===== src/rtl/ldc_regs.svh =====
// ldc_regs.svh: offsets, field positions, reset values and timing counts
// of the led driver control bank.
// assumes a clock of 100 mhz, an internal clock period of 80 ns and 8-bit registers.
`ifndef LDC_REGS_SVH
`define LDC_REGS_SVH
// ----------------------------------------------------------------------
// register offsets
// ----------------------------------------------------------------------
`define LDC_ADDR_BASE 8'h1b
`define LDC_ADDR_CONV0 8'h1b
`define LDC_ADDR_CONV1 8'h1c
`define LDC_ADDR_SWSIZE 8'h1f
`define LDC_ADDR_MON 8'h20
`define LDC_ADDR_FAULT 8'h21
`define LDC_ADDR_DIM0 8'h24
`define LDC_ADDR_DIM2 8'h26
`define LDC_ADDR_HRC 8'h27
`define LDC_ADDR_HRCAL 8'h28
`define LDC_ADDR_PRE 8'h29
`define LDC_ADDR_THERM 8'h2a
`define LDC_IX(a) (4'((a) - `LDC_ADDR_BASE))
// ----------------------------------------------------------------------
// reset values (registers not listed reset to zero)
// ----------------------------------------------------------------------
`define LDC_RST_CONV1 8'h90
`define LDC_RST_SWSIZE 8'he4
`define LDC_RST_MON 8'hc0
`define LDC_RST_FAULT 8'h08
// ----------------------------------------------------------------------
// field positions and codes
// ----------------------------------------------------------------------
`define LDC_CONV_EN_BIT 0
`define LDC_UV_OFF_BIT 6
`define LDC_LED_TIMING_BIT 2
`define LDC_LED_THR_OFF 2'h3
`define LDC_ALARM_CLR_BIT 7
`define LDC_FAIL_STATUS_BIT 3
`define LDC_RREF_FILT_BIT 6
`define LDC_FLIP_BIT 2
`define LDC_INIT_ZERO_BIT 7
`define LDC_INIT_PRE_BIT 6
`define LDC_CLKDIV_BIT 5
`define LDC_SKIP_BIT 4
`define LDC_FREEZE_BIT 3
`define LDC_OT_OFF_BIT 7
`define LDC_FLAG_UV 3
`define LDC_FLAG_OT 4
// ----------------------------------------------------------------------
// timing
// ----------------------------------------------------------------------
`define LDC_CLK_MHZ 100
`define LDC_LED_SHORT_US 50
`define LDC_LED_LONG_US 100
`define LDC_FAIL_UNIT_NS 66
`define LDC_FAIL_UNIT_CYC ((`LDC_FAIL_UNIT_NS * `LDC_CLK_MHZ) / 1000)
`define LDC_RREF_FILT_NS 1000
`define LDC_RREF_FILT_CYC ((`LDC_RREF_FILT_NS * `LDC_CLK_MHZ + 999) / 1000)
`define LDC_INT_CLK_NS 80
`define LDC_INT_DIV ((`LDC_INT_CLK_NS * `LDC_CLK_MHZ) / 1000)
`define LDC_CAL_WAIT_LAST 8'hff
`define LDC_UPD_LAST 3'h7
`endif


===== src/rtl/ldc_pkg.sv =====
// ldc_pkg: types of the led driver control bank.
// assumes ldc_regs.svh supplies every number.
package ldc_pkg;
  // bank of 16 byte slots from the base offset; holes stay zero
  typedef logic [15:0][7:0] ldc_bank_t;
  // calibration sequencer
  typedef enum logic [1:0] {
    LDC_CAL_IDLE = 2'b00,
    LDC_CAL_WAIT = 2'b01,
    LDC_CAL_RUN = 2'b10
  } ldc_cal_st_t;
  // pins and analog comparator outputs, all asynchronous
  typedef struct packed {
    logic [1:0] colour_sel;
    logic pwm;
    logic [2:0] chan_on;
    logic [2:0] led_low;
    logic uv;
    logic ot;
    logic regref;
    logic headroom;
  } ldc_pins_t;
  // whole state of the top module
  typedef struct packed {
    ldc_bank_t bank;
    ldc_pins_t s1;
    ldc_pins_t s2;
    logic [1:0] sel_q;
    logic pwm_q;
    logic [2:0] dim_forced;
    logic [2:0][13:0] led_cnt;
    logic [7:0] flags;
    logic fpin;
    logic [9:0] pulse_cnt;
    logic [6:0] rf_cnt;
    logic regref_f;
    logic hr_cmp;
    logic [2:0] ch_on_q;
    logic [2:0] int_div;
    logic [2:0] cal_div;
    ldc_cal_st_t cal_st;
    logic [7:0] wait_cnt;
    logic [11:0] win_cnt;
    logic [11:0] ones;
    logic [2:0] upd_cnt;
    logic [8:0] dac;
    logic [7:0] rdata;
  } ldc_state_t;
endpackage


===== src/rtl/ldc_top.sv =====
// ldc_top: control register bank of a three-channel led driver with its
// fault pin, dimmer override, headroom comparator and calibration loop.
// assumes a serial bus slave on the same clock presents byte accesses.
//
// Behaviour
// [RULE1] converter enable bit gates select and pwm
// [RULE2] positive limit code and off bit
// [RULE3] negative limit code, resets to 10h
// [RULE4] idle feedback bit resets to one
// [RULE5] switch size field resets to full size
// [RULE6] undervoltage threshold field resets to 11
// [RULE7] led fault interval 50 or 100 us
// [RULE8] led open or short flagged, 11 disables
// [RULE9] alarm clear bit clears flags, self clears
// [RULE10] mode 1xxx: fault pin follows alarms
// [RULE11] interrupt mode pulse of 2^code units
// [RULE12] nonzero override code forces channel dimmer
// [RULE13] headroom scale bit doubles maximum headroom
// [RULE14] optional 1 us filter on reference comparator
// [RULE15] polarity bit inverts headroom comparator
// [RULE16] dac start value chosen on channel turn-on
// [RULE17] calibration at full or eighth rate
// [RULE18] optional 256 tick wait before calibration
// [RULE19] update rate bit freezes dac code
// [RULE20] decimation factor 1 or 32 to 2048
// [RULE21] preload gives dac upper eight bits
// [RULE22] thermal off bit disables and clears alarm
// [RULE23] one pulse per newly raised alarm; alarms raised in the same cycle or during a pulse share that one pulse
`timescale 1ns/1ps
`default_nettype none
`include "ldc_regs.svh"
module ldc_top #(
  parameter int LED_SHORT_CYC = `LDC_LED_SHORT_US * `LDC_CLK_MHZ,
  parameter int LED_LONG_CYC = `LDC_LED_LONG_US * `LDC_CLK_MHZ
) (
  // clock and reset
  input wire logic clock,
  input wire logic rst,
  // byte register port from the serial bus slave
  input wire logic [7:0] reg_addr,
  input wire logic reg_wr,
  input wire logic [7:0] reg_wdata,
  input wire logic reg_rd,
  output logic [7:0] reg_rdata,
  // asynchronous pins and comparators
  input wire ldc_pkg::ldc_pins_t pins,
  // control bank and derived controls
  output var ldc_pkg::ldc_bank_t bank,
  output logic [1:0] colour_sel_out,
  output logic pwm_out,
  output logic [2:0] dim_forced,
  output logic regref_filtered,
  output logic headroom_cmp_q,
  output logic [8:0] cal_dac,
  // alarm reporting
  output logic [7:0] fault_flags,
  output logic fault_pin
);

  // ----------------------------------------------------------------------
  // decoding helpers
  // ----------------------------------------------------------------------

  // true for the twelve implemented offsets
  function automatic logic reg_mapped(input logic [7:0] a);
    case (a)
      `LDC_ADDR_CONV0, `LDC_ADDR_CONV1, `LDC_ADDR_SWSIZE, `LDC_ADDR_MON,
      `LDC_ADDR_FAULT, `LDC_ADDR_HRC, `LDC_ADDR_HRCAL, `LDC_ADDR_PRE,
      `LDC_ADDR_THERM: reg_mapped = 1'b1;
      default: reg_mapped = (a >= `LDC_ADDR_DIM0) && (a <= `LDC_ADDR_DIM2);
    endcase
  endfunction

  // decimation window length, 1 or 16 shifted by the code
  function automatic logic [11:0] dec_len(input logic [2:0] code);
    if (code == 3'h0) begin
      dec_len = 12'h001;
    end else begin
      dec_len = 12'(12'h010 << code); // see [RULE20]
    end
  endfunction

  // ----------------------------------------------------------------------
  // state
  // ----------------------------------------------------------------------
  ldc_pkg::ldc_state_t st_r;
  ldc_pkg::ldc_state_t st_nxt;
  logic wr_hit;
  logic [3:0] ix;
  logic alarm_clr;
  logic [7:0] evt;
  logic [7:0] new_evt;
  logic [13:0] led_lim;
  logic led_det_on;
  logic [3:0] fmode;
  logic int_tick;
  logic cal_tick;
  logic ch_rise;
  logic [11:0] win_lim;
  logic [11:0] ones_sum;
  logic [12:0] twice_ones;
  logic [12:0] win_len;
  logic [7:0] c_conv0;
  logic [7:0] c_conv1;
  logic [7:0] c_mon;
  logic [7:0] c_fault;
  logic [7:0] c_hrc;
  logic [7:0] c_hrcal;
  logic [7:0] c_pre;
  logic [7:0] c_therm;

  // register views, read from the current state only
  assign c_conv0 = st_r.bank[`LDC_IX(`LDC_ADDR_CONV0)];
  assign c_conv1 = st_r.bank[`LDC_IX(`LDC_ADDR_CONV1)];
  assign c_mon = st_r.bank[`LDC_IX(`LDC_ADDR_MON)];
  assign c_fault = st_r.bank[`LDC_IX(`LDC_ADDR_FAULT)];
  assign c_hrc = st_r.bank[`LDC_IX(`LDC_ADDR_HRC)];
  assign c_hrcal = st_r.bank[`LDC_IX(`LDC_ADDR_HRCAL)];
  assign c_pre = st_r.bank[`LDC_IX(`LDC_ADDR_PRE)];
  assign c_therm = st_r.bank[`LDC_IX(`LDC_ADDR_THERM)];

  // ----------------------------------------------------------------------
  // next state
  // ----------------------------------------------------------------------
  always_comb begin
    st_nxt = st_r;
    ix = 4'(reg_addr - `LDC_ADDR_BASE);
    wr_hit = reg_wr && reg_mapped(reg_addr);
    alarm_clr = wr_hit && (reg_addr == `LDC_ADDR_FAULT) && reg_wdata[`LDC_ALARM_CLR_BIT];
    evt = 8'h00;
    new_evt = 8'h00;
    fmode = c_fault[3:0];
    led_det_on = c_mon[1:0] != `LDC_LED_THR_OFF;
    led_lim = c_mon[`LDC_LED_TIMING_BIT] ? 14'(LED_LONG_CYC - 1) :
      14'(LED_SHORT_CYC - 1); // see [RULE7]
    int_tick = st_r.int_div == 3'(`LDC_INT_DIV - 1);
    cal_tick = int_tick && (c_hrcal[`LDC_CLKDIV_BIT] || (st_r.cal_div == 3'h7)); // see [RULE17]
    ch_rise = |(st_r.s2.chan_on & ~st_r.ch_on_q);
    win_lim = dec_len(c_hrcal[2:0]) - 12'h001;
    ones_sum = st_r.ones + {11'h000, st_r.hr_cmp};
    twice_ones = {ones_sum, 1'b0};
    win_len = {1'b0, win_lim} + 13'h0001;

    // two-stage synchroniser for every pin and comparator
    st_nxt.s1 = pins;
    st_nxt.s2 = st_r.s1;

    // register writes; fields keep their reset values until written
    if (wr_hit) begin
      st_nxt.bank[ix] = reg_wdata; // see [RULE2] [RULE3] [RULE5] [RULE6] [RULE13]
      if (reg_addr == `LDC_ADDR_FAULT) begin
        st_nxt.bank[ix][`LDC_ALARM_CLR_BIT] = 1'b0; // see [RULE9]
      end
    end
    // reads answer one cycle later, unmapped offsets read zero
    if (reg_rd) begin
      st_nxt.rdata = reg_mapped(reg_addr) ? st_r.bank[ix] : 8'h00;
    end

    // select and pwm are held while the converter is off
    if (c_conv0[`LDC_CONV_EN_BIT]) begin
      st_nxt.sel_q = st_r.s2.colour_sel; // see [RULE1]
      st_nxt.pwm_q = st_r.s2.pwm;
    end

    // per-channel override flag and led fault qualification
    for (int c = 0; c < 3; c++) begin
      st_nxt.dim_forced[c] = |st_r.bank[`LDC_IX(`LDC_ADDR_DIM0) + 4'(c)]; // see [RULE12]
      if (led_det_on && st_r.s2.chan_on[c] && st_r.s2.led_low[c]) begin
        if (st_r.led_cnt[c] == led_lim) begin
          evt[c] = 1'b1; // see [RULE8]
        end else begin
          st_nxt.led_cnt[c] = st_r.led_cnt[c] + 14'h0001;
        end
      end else begin
        st_nxt.led_cnt[c] = 14'h0000;
      end
    end
    evt[`LDC_FLAG_UV] = st_r.s2.uv && !c_conv1[`LDC_UV_OFF_BIT];
    evt[`LDC_FLAG_OT] = st_r.s2.ot && !c_therm[`LDC_OT_OFF_BIT]; // see [RULE22]
    new_evt = evt & ~st_r.flags;

    // sticky flags: a set in the clearing cycle survives the clear
    st_nxt.flags = (alarm_clr ? 8'h00 : st_r.flags) | evt; // see [RULE9]
    if (c_therm[`LDC_OT_OFF_BIT]) begin
      st_nxt.flags[`LDC_FLAG_OT] = 1'b0; // see [RULE22]
    end

    // fault pin: level in status mode, stretched pulse otherwise
    if (fmode[3]) begin
      st_nxt.fpin = |st_r.flags; // see [RULE10]
      st_nxt.pulse_cnt = 10'h000;
    end else if (st_r.fpin) begin
      // events during a pulse are not queued; the flags keep them
      if (st_r.pulse_cnt == 10'h000) begin
        st_nxt.fpin = 1'b0;
      end else begin
        st_nxt.pulse_cnt = st_r.pulse_cnt - 10'h001; // see [RULE11]
      end
    end else if (|new_evt) begin
      st_nxt.fpin = 1'b1; // see [RULE23]
      st_nxt.pulse_cnt = 10'((`LDC_FAIL_UNIT_CYC << fmode[2:0]) - 1); // see [RULE11]
    end

    // reference comparator, optionally held off until stable
    if (!c_hrc[`LDC_RREF_FILT_BIT]) begin
      st_nxt.regref_f = st_r.s2.regref;
      st_nxt.rf_cnt = 7'h00;
    end else if (st_r.s2.regref == st_r.regref_f) begin
      st_nxt.rf_cnt = 7'h00;
    end else if (st_r.rf_cnt == 7'(`LDC_RREF_FILT_CYC - 1)) begin
      st_nxt.regref_f = st_r.s2.regref; // see [RULE14]
      st_nxt.rf_cnt = 7'h00;
    end else begin
      st_nxt.rf_cnt = st_r.rf_cnt + 7'h01;
    end
    st_nxt.hr_cmp = st_r.s2.headroom ^ c_hrc[`LDC_FLIP_BIT]; // see [RULE15]

    // internal clock and its divide-by-eight for calibration
    st_nxt.int_div = int_tick ? 3'h0 : st_r.int_div + 3'h1;
    if (int_tick) begin
      st_nxt.cal_div = st_r.cal_div + 3'h1;
    end
    st_nxt.ch_on_q = st_r.s2.chan_on;

    // calibration sequencer
    if (ch_rise) begin
      if (c_hrcal[`LDC_INIT_ZERO_BIT]) begin
        st_nxt.dac = 9'h000; // see [RULE16]
      end else if (c_hrcal[`LDC_INIT_PRE_BIT]) begin
        st_nxt.dac = {c_pre, 1'b0}; // see [RULE16] [RULE21]
      end
      st_nxt.cal_st = c_hrcal[`LDC_SKIP_BIT] ? ldc_pkg::LDC_CAL_RUN :
        ldc_pkg::LDC_CAL_WAIT; // see [RULE18]
      st_nxt.wait_cnt = 8'h00;
      st_nxt.win_cnt = 12'h000;
      st_nxt.ones = 12'h000;
      st_nxt.upd_cnt = 3'h0;
    end else if (st_r.s2.chan_on == 3'h0) begin
      st_nxt.cal_st = ldc_pkg::LDC_CAL_IDLE;
    end else begin
      unique case (st_r.cal_st)
        ldc_pkg::LDC_CAL_IDLE: begin
          st_nxt.cal_st = ldc_pkg::LDC_CAL_IDLE;
        end
        ldc_pkg::LDC_CAL_WAIT: begin
          if (int_tick) begin
            if (st_r.wait_cnt == `LDC_CAL_WAIT_LAST) begin
              st_nxt.cal_st = ldc_pkg::LDC_CAL_RUN; // see [RULE18]
            end else begin
              st_nxt.wait_cnt = st_r.wait_cnt + 8'h01;
            end
          end
        end
        ldc_pkg::LDC_CAL_RUN: begin
          if (cal_tick) begin
            if (st_r.win_cnt == win_lim) begin
              // window done: on every eighth window the majority of comparator samples steers the dac
              st_nxt.win_cnt = 12'h000; // see [RULE20]
              st_nxt.ones = 12'h000;
              st_nxt.upd_cnt = st_r.upd_cnt + 3'h1;
              if (!c_hrcal[`LDC_FREEZE_BIT] && st_r.upd_cnt == `LDC_UPD_LAST) begin
                if (twice_ones > win_len && st_r.dac != 9'h1ff) begin
                  st_nxt.dac = st_r.dac + 9'h001; // see [RULE19]
                end else if (twice_ones < win_len && st_r.dac != 9'h000) begin
                  st_nxt.dac = st_r.dac - 9'h001;
                end
              end
            end else begin
              st_nxt.win_cnt = st_r.win_cnt + 12'h001;
              st_nxt.ones = ones_sum;
            end
          end
        end
        default: begin
          st_nxt.cal_st = ldc_pkg::LDC_CAL_IDLE;
        end
      endcase
    end

    // synchronous reset loads the documented defaults
    if (rst) begin
      st_nxt = '0;
      st_nxt.cal_st = ldc_pkg::LDC_CAL_IDLE;
      st_nxt.bank[`LDC_IX(`LDC_ADDR_CONV1)] = `LDC_RST_CONV1; // see [RULE3] [RULE4]
      st_nxt.bank[`LDC_IX(`LDC_ADDR_SWSIZE)] = `LDC_RST_SWSIZE; // see [RULE5]
      st_nxt.bank[`LDC_IX(`LDC_ADDR_MON)] = `LDC_RST_MON; // see [RULE6]
      st_nxt.bank[`LDC_IX(`LDC_ADDR_FAULT)] = `LDC_RST_FAULT; // see [RULE10]
    end
  end

  // single state register
  always_ff @(posedge clock) begin
    st_r <= st_nxt;
  end

  // ----------------------------------------------------------------------
  // outputs, all straight from the state register
  // ----------------------------------------------------------------------
  assign reg_rdata = st_r.rdata;
  assign bank = st_r.bank;
  assign colour_sel_out = st_r.sel_q;
  assign pwm_out = st_r.pwm_q;
  assign dim_forced = st_r.dim_forced;
  assign regref_filtered = st_r.regref_f;
  assign headroom_cmp_q = st_r.hr_cmp;
  assign cal_dac = st_r.dac;
  assign fault_flags = st_r.flags;
  assign fault_pin = st_r.fpin;
endmodule
`default_nettype wire


===== config.mk =====
export PLATFORM = sky130hd
export DESIGN_NAME = ldc_top
export DESIGN_NICKNAME = d
export VERILOG_FILES = /design/src/rtl/ldc_pkg.sv /design/src/rtl/ldc_top.sv
export VERILOG_INCLUDE_DIRS = /design/src /design/src/rtl
export SDC_FILE = /design/constraint.sdc
export NUM_CORES = 1
export LEC_CHECK = 0
export ABC_AREA = 0
export BUFFER_PORTS_ARGS = -buffer_cell sky130_fd_sc_hd__buf_4
export CAP_MARGIN = 20
export CORE_MARGIN = 2
export CORE_UTILIZATION = 53
export DETAILED_ROUTE_END_ITERATION = 12
export HOLD_SLACK_MARGIN = 0.02
export MAX_ROUTING_LAYER = met4
export PLACE_DENSITY = 0.86
export SYNTH_ARGS = -nofsm -noshare
export SYNTH_HDL_FRONTEND = slang
export SYNTH_SLANG_ARGS = --single-unit
export TNS_END_PERCENT = 5

===== constraint.sdc =====
create_clock -name clock -period 4.6 [get_ports clock]
set_input_delay 0.92 -clock clock [delete_from_list [all_inputs] [get_ports clock]]
set_output_delay 0.92 -clock clock [all_outputs]
set_load 0.02 [all_outputs]

== After elaboration in Yosys (flattened, before gate mapping) ==
Cells that the tools add are included.
Widths: inputs -> output; s select.
Storage, ports and cells
  flip-flop bits (word level): 293
  input bits: 33
  output and inout port bits: 162
  word-level logic and storage cells: 224
Cells by class
  add/sub/neg operators: 17
  $lt $le $gt $ge: 6
  equal/unequal tests: 31
  shift operators: 2
  muxes and demuxes: 46
  bitwise gates (word level): 14
  reduce and logical (&&, ||, !) cells: 53
Operator list (number)
  $and 128x128->128: 1
  $bwmux 128: 1
  $mux 128: 1
  $not 128->128: 1
  $mux 36: 2
  $demux 8 s4: 2
  $mux 8: 7
  $eq 8x6->1 const B: 6
  $mux 46: 1
  $mux 9: 5
  $mux 44: 1
  $add 14x1->14 const B: 3
  $eq 14x14->1: 3
  $reduce_or 8->1: 5
  $mux 11: 3
  $bmux 8 s4: 1
  $eq 8x5->1 const B: 3
  $mux 12: 2
  $mux 24: 1
  $mux 10: 2
  $logic_and 1x1->1: 17
  $mux 14: 1
  $add 12x1->13 const B: 1
  $gt 13x13->1: 1
  other kinds (55): 98

== Logic depth before layout (Yosys ltp) ==
  depth in word-level cells: 14
  depth in mapped cells: 20
  mapped depth without buffers: 20

== Worst setup path before layout ==
No wires, ideal clock.
  kind: register to register
  from: register st_r (netlist bit headroom_cmp_q)
  to: register st_r (netlist bit cal_dac[8])
  setup time: 0.119 ns
  arrival: 4.777 ns
  data required time: 4.481 ns
  slack: -0.295 ns
  cell stages (with the launch flop): 21
  path buffers: 0
  period minus slack after synthesis: 4.895 ns
  cell sequence: dfxtp_1 ha_1 ha_1 and3_1 and3_1 and3_1 nand3_1 xnor2_1 ha_1 nand4_1 nor3_1 a21oi_1 a32oi_1 ha_1 a211oi_1 a21oi_1 o41ai_1 xnor2_1 xnor2_1 nor2_1 o221a_1
On the way
  cells in the longest elaborated chain, start to end: 10
  elaborated cells on any way between the ends: 14
  classes of those cells: add/sub (1); order compare (2); mux (7); reduce/logical (4)
Ends and longest elaborated chain
  from (decl): line ldc_top.sv:86  | ldc_pkg::ldc_state_t st_r;
  from (signal assigned): line ldc_top.sv:294  | st_r <= st_nxt;
  $add 12x1->12 *: line ldc_top.sv:140  | ones_sum = st_r.ones + {11'h000, st_r.hr_cmp};
  $gt 13x13->1: line ldc_top.sv:263  | if (twice_ones > win_len && st_r.dac != 9'h1ff) begin
  $logic_and 1x1->1: line ldc_top.sv:263
  $mux 9: line ldc_top.sv:263
  $mux 9: line ldc_top.sv:262  | if (!c_hrcal[`LDC_FREEZE_BIT] && st_r.upd_cnt == `LDC_UPD_LAST) begin
  $mux 12: line ldc_top.sv:257  | if (st_r.win_cnt == win_lim) begin
  $mux 36: line ldc_top.sv:256  | if (cal_tick) begin
  $mux 36: line ldc_top.sv:242  | unique case (st_r.cal_st)
  $mux 44: line ldc_top.sv:239  | end else if (st_r.s2.chan_on == 3'h0) begin
  $mux 46: line ldc_top.sv:227  | if (ch_rise) begin
Every way passes the cells marked *; elsewhere a longest branch is shown, timed or not. The select of a mux whose other input is x is not followed.
A chain may end at the register's enable or synchronous reset.

== Worst setup path after layout ==
  from: register st_r[20] (netlist name)
  to: register st_r (netlist bit cal_dac[8])
The elaborated chain is that of the path after synthesis.

==> run summary <==
- status: complete, no violations
- synthesized instance count: 1,598
- signal arrival time at the worst endpoint: 4.83 ns
- maximum clock insertion buffer count: 3
- Cell Count Post-Placement: 1,957
- commonest non-fill, non-tap cells in the layout: 288 x sky130_fd_sc_hd__dfxtp_1, 259 x sky130_fd_sc_hd__nor2_1, 207 x sky130_fd_sc_hd__buf_4, 137 x sky130_fd_sc_hd__mux2i_1, 85 x sky130_fd_sc_hd__nand2_1
- syn avg cell area: 9.28 sq um
- number of flip-flops under the largest register name: 131
- largest net degree at the start of global routing: 74
- final max-slew violation count: 0
- Period Utilization, post-route: 95.4%
- peak supply drop: 0.352 mV
- GP Congestion: 0.922
- antenna violations before repair: 0
- cell area power density: 325 mW/mm^2
- fraction of layout cells with a size suffix above 1: 21.1%
- count of input and output buffers: 191
- register containing the most flip-flops in the final layout: st_r
- YS warnings: 0
- vertical die dimension: 171 um
- I/O pin total: 195
- routed vias: 11,500
- maximum operating frequency: 228 MHz
- Worst-path clk slew: 0.06 ns
- share of the yosys chip area belonging to registers: 39.2%
- placed standard-cell area: 0.0154 sq mm
- total clock sinks: 290
- number of placement rows: 61
- GRT Util Overall: 25.9%
- Skew-Pair Late Insertion Delay: 0.55 ns
- number of failing setup endpoints in the final timing report: 0
- clock tree from TritonCTS: yes
- WL per Instance: 18.7 um
- Die Width: 171 um
- first-pass GRT wire length: 58,500 um
- routed wire length: 37,700 um
- area of the die: 0.0293 sq mm
- async set-or-reset flop fraction in the synthesized netlist: 0%
- post-DR vias/cell: 5.69
- count of nets after finishing: 1,687
- busiest grt layer: met2
- CP Class: register to register
- post-route non-filler standard cell count: 2,014
- dominant register cell in the synthesized netlist: sky130_fd_sc_hd__dfxtp_1
- reported max-cap violation count: 0
- most common cell after layout, fill and taps aside: sky130_fd_sc_hd__dfxtp_1
- residual antenna-violating net count after detailed routing: 0
- synthesized cell area: 0.0148 sq mm
- sum of internal, switching and leakage power: 5.40 mW
- overall overflow remaining after global route: 0
- slew of the pin with the lowest slew margin: 0.969 ns
- number of different library cells in the post-synthesis netlist: 77
- share of the synthesized area in the top cell type: 39.2%
- top fanout value on the critical path: 5
- vias in the first global route: 11,100
- first-pass detailed-route iteration total: 5
- number of H-tree levels: 1
- Synth area leaders: sky130_fd_sc_hd__dfxtp_1 39%, sky130_fd_sc_hd__mux2i_1 9.2%, sky130_fd_sc_hd__buf_4 8.2%
- minimum clock period after layout: 4.39 ns
- Final Hold Fails: 0
- clock tree root driver cell: sky130_fd_sc_hd__clkbuf_16
- Worst setup SP type: register
- EDFF count, synth: 0
- met2 Use GR: 42.5%
- met1 routing resource usage after global routing: 29.9%
- initial cell density of the core: 53.7%
- leakage dissipation: 7.33 nW
- type of the most critical hold path: register to register
- worst reg-to-reg setup slack: 0.21 ns
- synthesis-stage register bit count: 290
- HPWL after detailed placement: 27,300 um
- cts bufs inserted: 30
- relative slew slack: 34.9%
- # DRC: 0
- endpoint type of the worst setup path: register
- layout overhead on the synthesized area: 11.9%
- required time of the critical path: 5.05 ns
- final hold slack: 0.432 ns
- First DRT Iteration DRCs: 773
- placeable core region: 0.0276 sq mm
- Worst Clk Skew: 0.0148 ns
- n_diodes: 0
- met3 Track Usage GR: 6.03%
- post-route standard cell area excluding fillers: 0.0166 sq mm
- largest area contributor in the netlist: sky130_fd_sc_hd__dfxtp_1
synth_stat cells, types with 3 or more instances:
| cell | n |
|---|---|
| sky130_fd_sc_hd__nand3_2 | 9 |
| sky130_fd_sc_hd__a21o_1 | 3 |
| sky130_fd_sc_hd__mux2i_1 | 137 |
| sky130_fd_sc_hd__nand2_1 | 85 |
| sky130_fd_sc_hd__xnor2_1 | 41 |
| sky130_fd_sc_hd__a211oi_1 | 11 |
| sky130_fd_sc_hd__and2_1 | 8 |
| sky130_fd_sc_hd__a21oi_1 | 60 |
| sky130_fd_sc_hd__o211ai_1 | 5 |
| sky130_fd_sc_hd__a221oi_1 | 3 |
| sky130_fd_sc_hd__and3b_1 | 3 |
| sky130_fd_sc_hd__ha_1 | 40 |
| sky130_fd_sc_hd__buf_1 | 9 |
| sky130_fd_sc_hd__buf_4 | 161 |
| sky130_fd_sc_hd__xor2_1 | 42 |
| sky130_fd_sc_hd__dfxtp_1 | 290 |
| sky130_fd_sc_hd__nand3_1 | 46 |
| sky130_fd_sc_hd__buf_2 | 4 |
| sky130_fd_sc_hd__nand4_1 | 18 |
| sky130_fd_sc_hd__nor4bb_1 | 7 |
| sky130_fd_sc_hd__o31ai_1 | 4 |
| sky130_fd_sc_hd__a31oi_1 | 4 |
| sky130_fd_sc_hd__or4_1 | 6 |
| sky130_fd_sc_hd__nand2b_1 | 5 |
| sky130_fd_sc_hd__or3_1 | 12 |
| sky130_fd_sc_hd__mux4_2 | 40 |
| sky130_fd_sc_hd__clkbuf_1 | 52 |
| sky130_fd_sc_hd__nor3_1 | 36 |
| sky130_fd_sc_hd__o21ai_0 | 28 |
| sky130_fd_sc_hd__nand3b_1 | 12 |
| sky130_fd_sc_hd__a22oi_1 | 5 |
| sky130_fd_sc_hd__and3_1 | 17 |
| sky130_fd_sc_hd__nor4_1 | 10 |
| sky130_fd_sc_hd__nor2b_1 | 40 |
| sky130_fd_sc_hd__or2_2 | 5 |
| sky130_fd_sc_hd__nor2_1 | 259 |
| sky130_fd_sc_hd__nor3b_1 | 6 |
| sky130_fd_sc_hd__inv_1 | 27 |
report_power, final:
group / leakage (nW) / internal [mW] / switching [mW]
registers: 2.34 / 2.53 / 0.0112
clock network: 0.522 / 1.61 / 0.997
logic: 4.46 / 0.0949 / 0.158
logic make-up after synthesis:
family	Yosys count	share of synthesized area [%]
AO/OA/AOI/OAI	148	6.46
XOR/XNOR	83	4.90
multiplexers	177	15.3
other	2	0.0507
AND/OR/NAND/NOR	601	19.9
adder cells (fa/ha/maj)	41	3.51
flip-flops	290	39.2
buffers and inverters	256	10.7
layer usage:
metal	wire length (um)	part of all wire, %	vias to the layer above
li1	-	-	5404
met1	14900	39	5517
met2	17700	47	444
met3	3080	8.2	102
met4	2010	5.3	0
met5	0	0	-
worst max-delay path, stage by stage, from the launching register on:
cell and delay, ns:
sky130_fd_sc_hd__dfxtp_2 0.35, sky130_fd_sc_hd__ha_4 0.16, sky130_fd_sc_hd__ha_4 0.15, sky130_fd_sc_hd__and3_4 0.21, sky130_fd_sc_hd__and3_4 0.21, sky130_fd_sc_hd__and3_4 0.21, sky130_fd_sc_hd__nand3_1 0.09, sky130_fd_sc_hd__xnor2_1 0.16
sky130_fd_sc_hd__ha_1 0.30, sky130_fd_sc_hd__nand4_1 0.14, sky130_fd_sc_hd__nor3_2 0.24, sky130_fd_sc_hd__a21oi_1 0.11, sky130_fd_sc_hd__a32oi_2 0.38, sky130_fd_sc_hd__ha_1 0.34, sky130_fd_sc_hd__a211oi_2 0.22, sky130_fd_sc_hd__a21oi_2 0.11
sky130_fd_sc_hd__o41ai_2 0.34, sky130_fd_sc_hd__xnor2_1 0.18, sky130_fd_sc_hd__xnor2_1 0.13, sky130_fd_sc_hd__nor2_1 0.05, sky130_fd_sc_hd__o221a_1 0.20
path summary, 6_finish.rpt:
path | startpoint | endpoint | depth (start not counted)
worst max-delay path | st_r[20] | cal_dac[8] | 20
worst min register to register | st_r[152] | st_r[139] | 1
worst max register to register | st_r[20] | cal_dac[8] | 20
worst min-delay path | st_r[152] | st_r[139] | 1
final cells by class:
cell class | instances | area (sq um)
repair buffers | 209 | 1590
clock inverters | 10 | 181
fillers | 2262 | 11000
flip-flops and latches | 290 | 5810
multi-input cells | 1054 | 7550
clock buffers | 45 | 888
inverters | 28 | 105
well taps | 378 | 473
through the flow:
stage	TNS, ns	worst slack (ns)	utilization, %
after floorplan	0	0.0216	-
after global placement	0	0.163	55.8
after detailed placement	0	0.0373	55.8
after CTS	0	0.0235	59.7
after global routing	-0.0163	-0.0163	60.0
final	0	0.213	60.0
timing repair:
action / 4_1_cts / 5_1_grt
setup buffers: 0 / 2
setup endpoints to repair: 0 / 5
resized for setup: 0 / 21
hold buffers: 0 / 0
No activity file was read; power rests on OpenSTA's default activity.
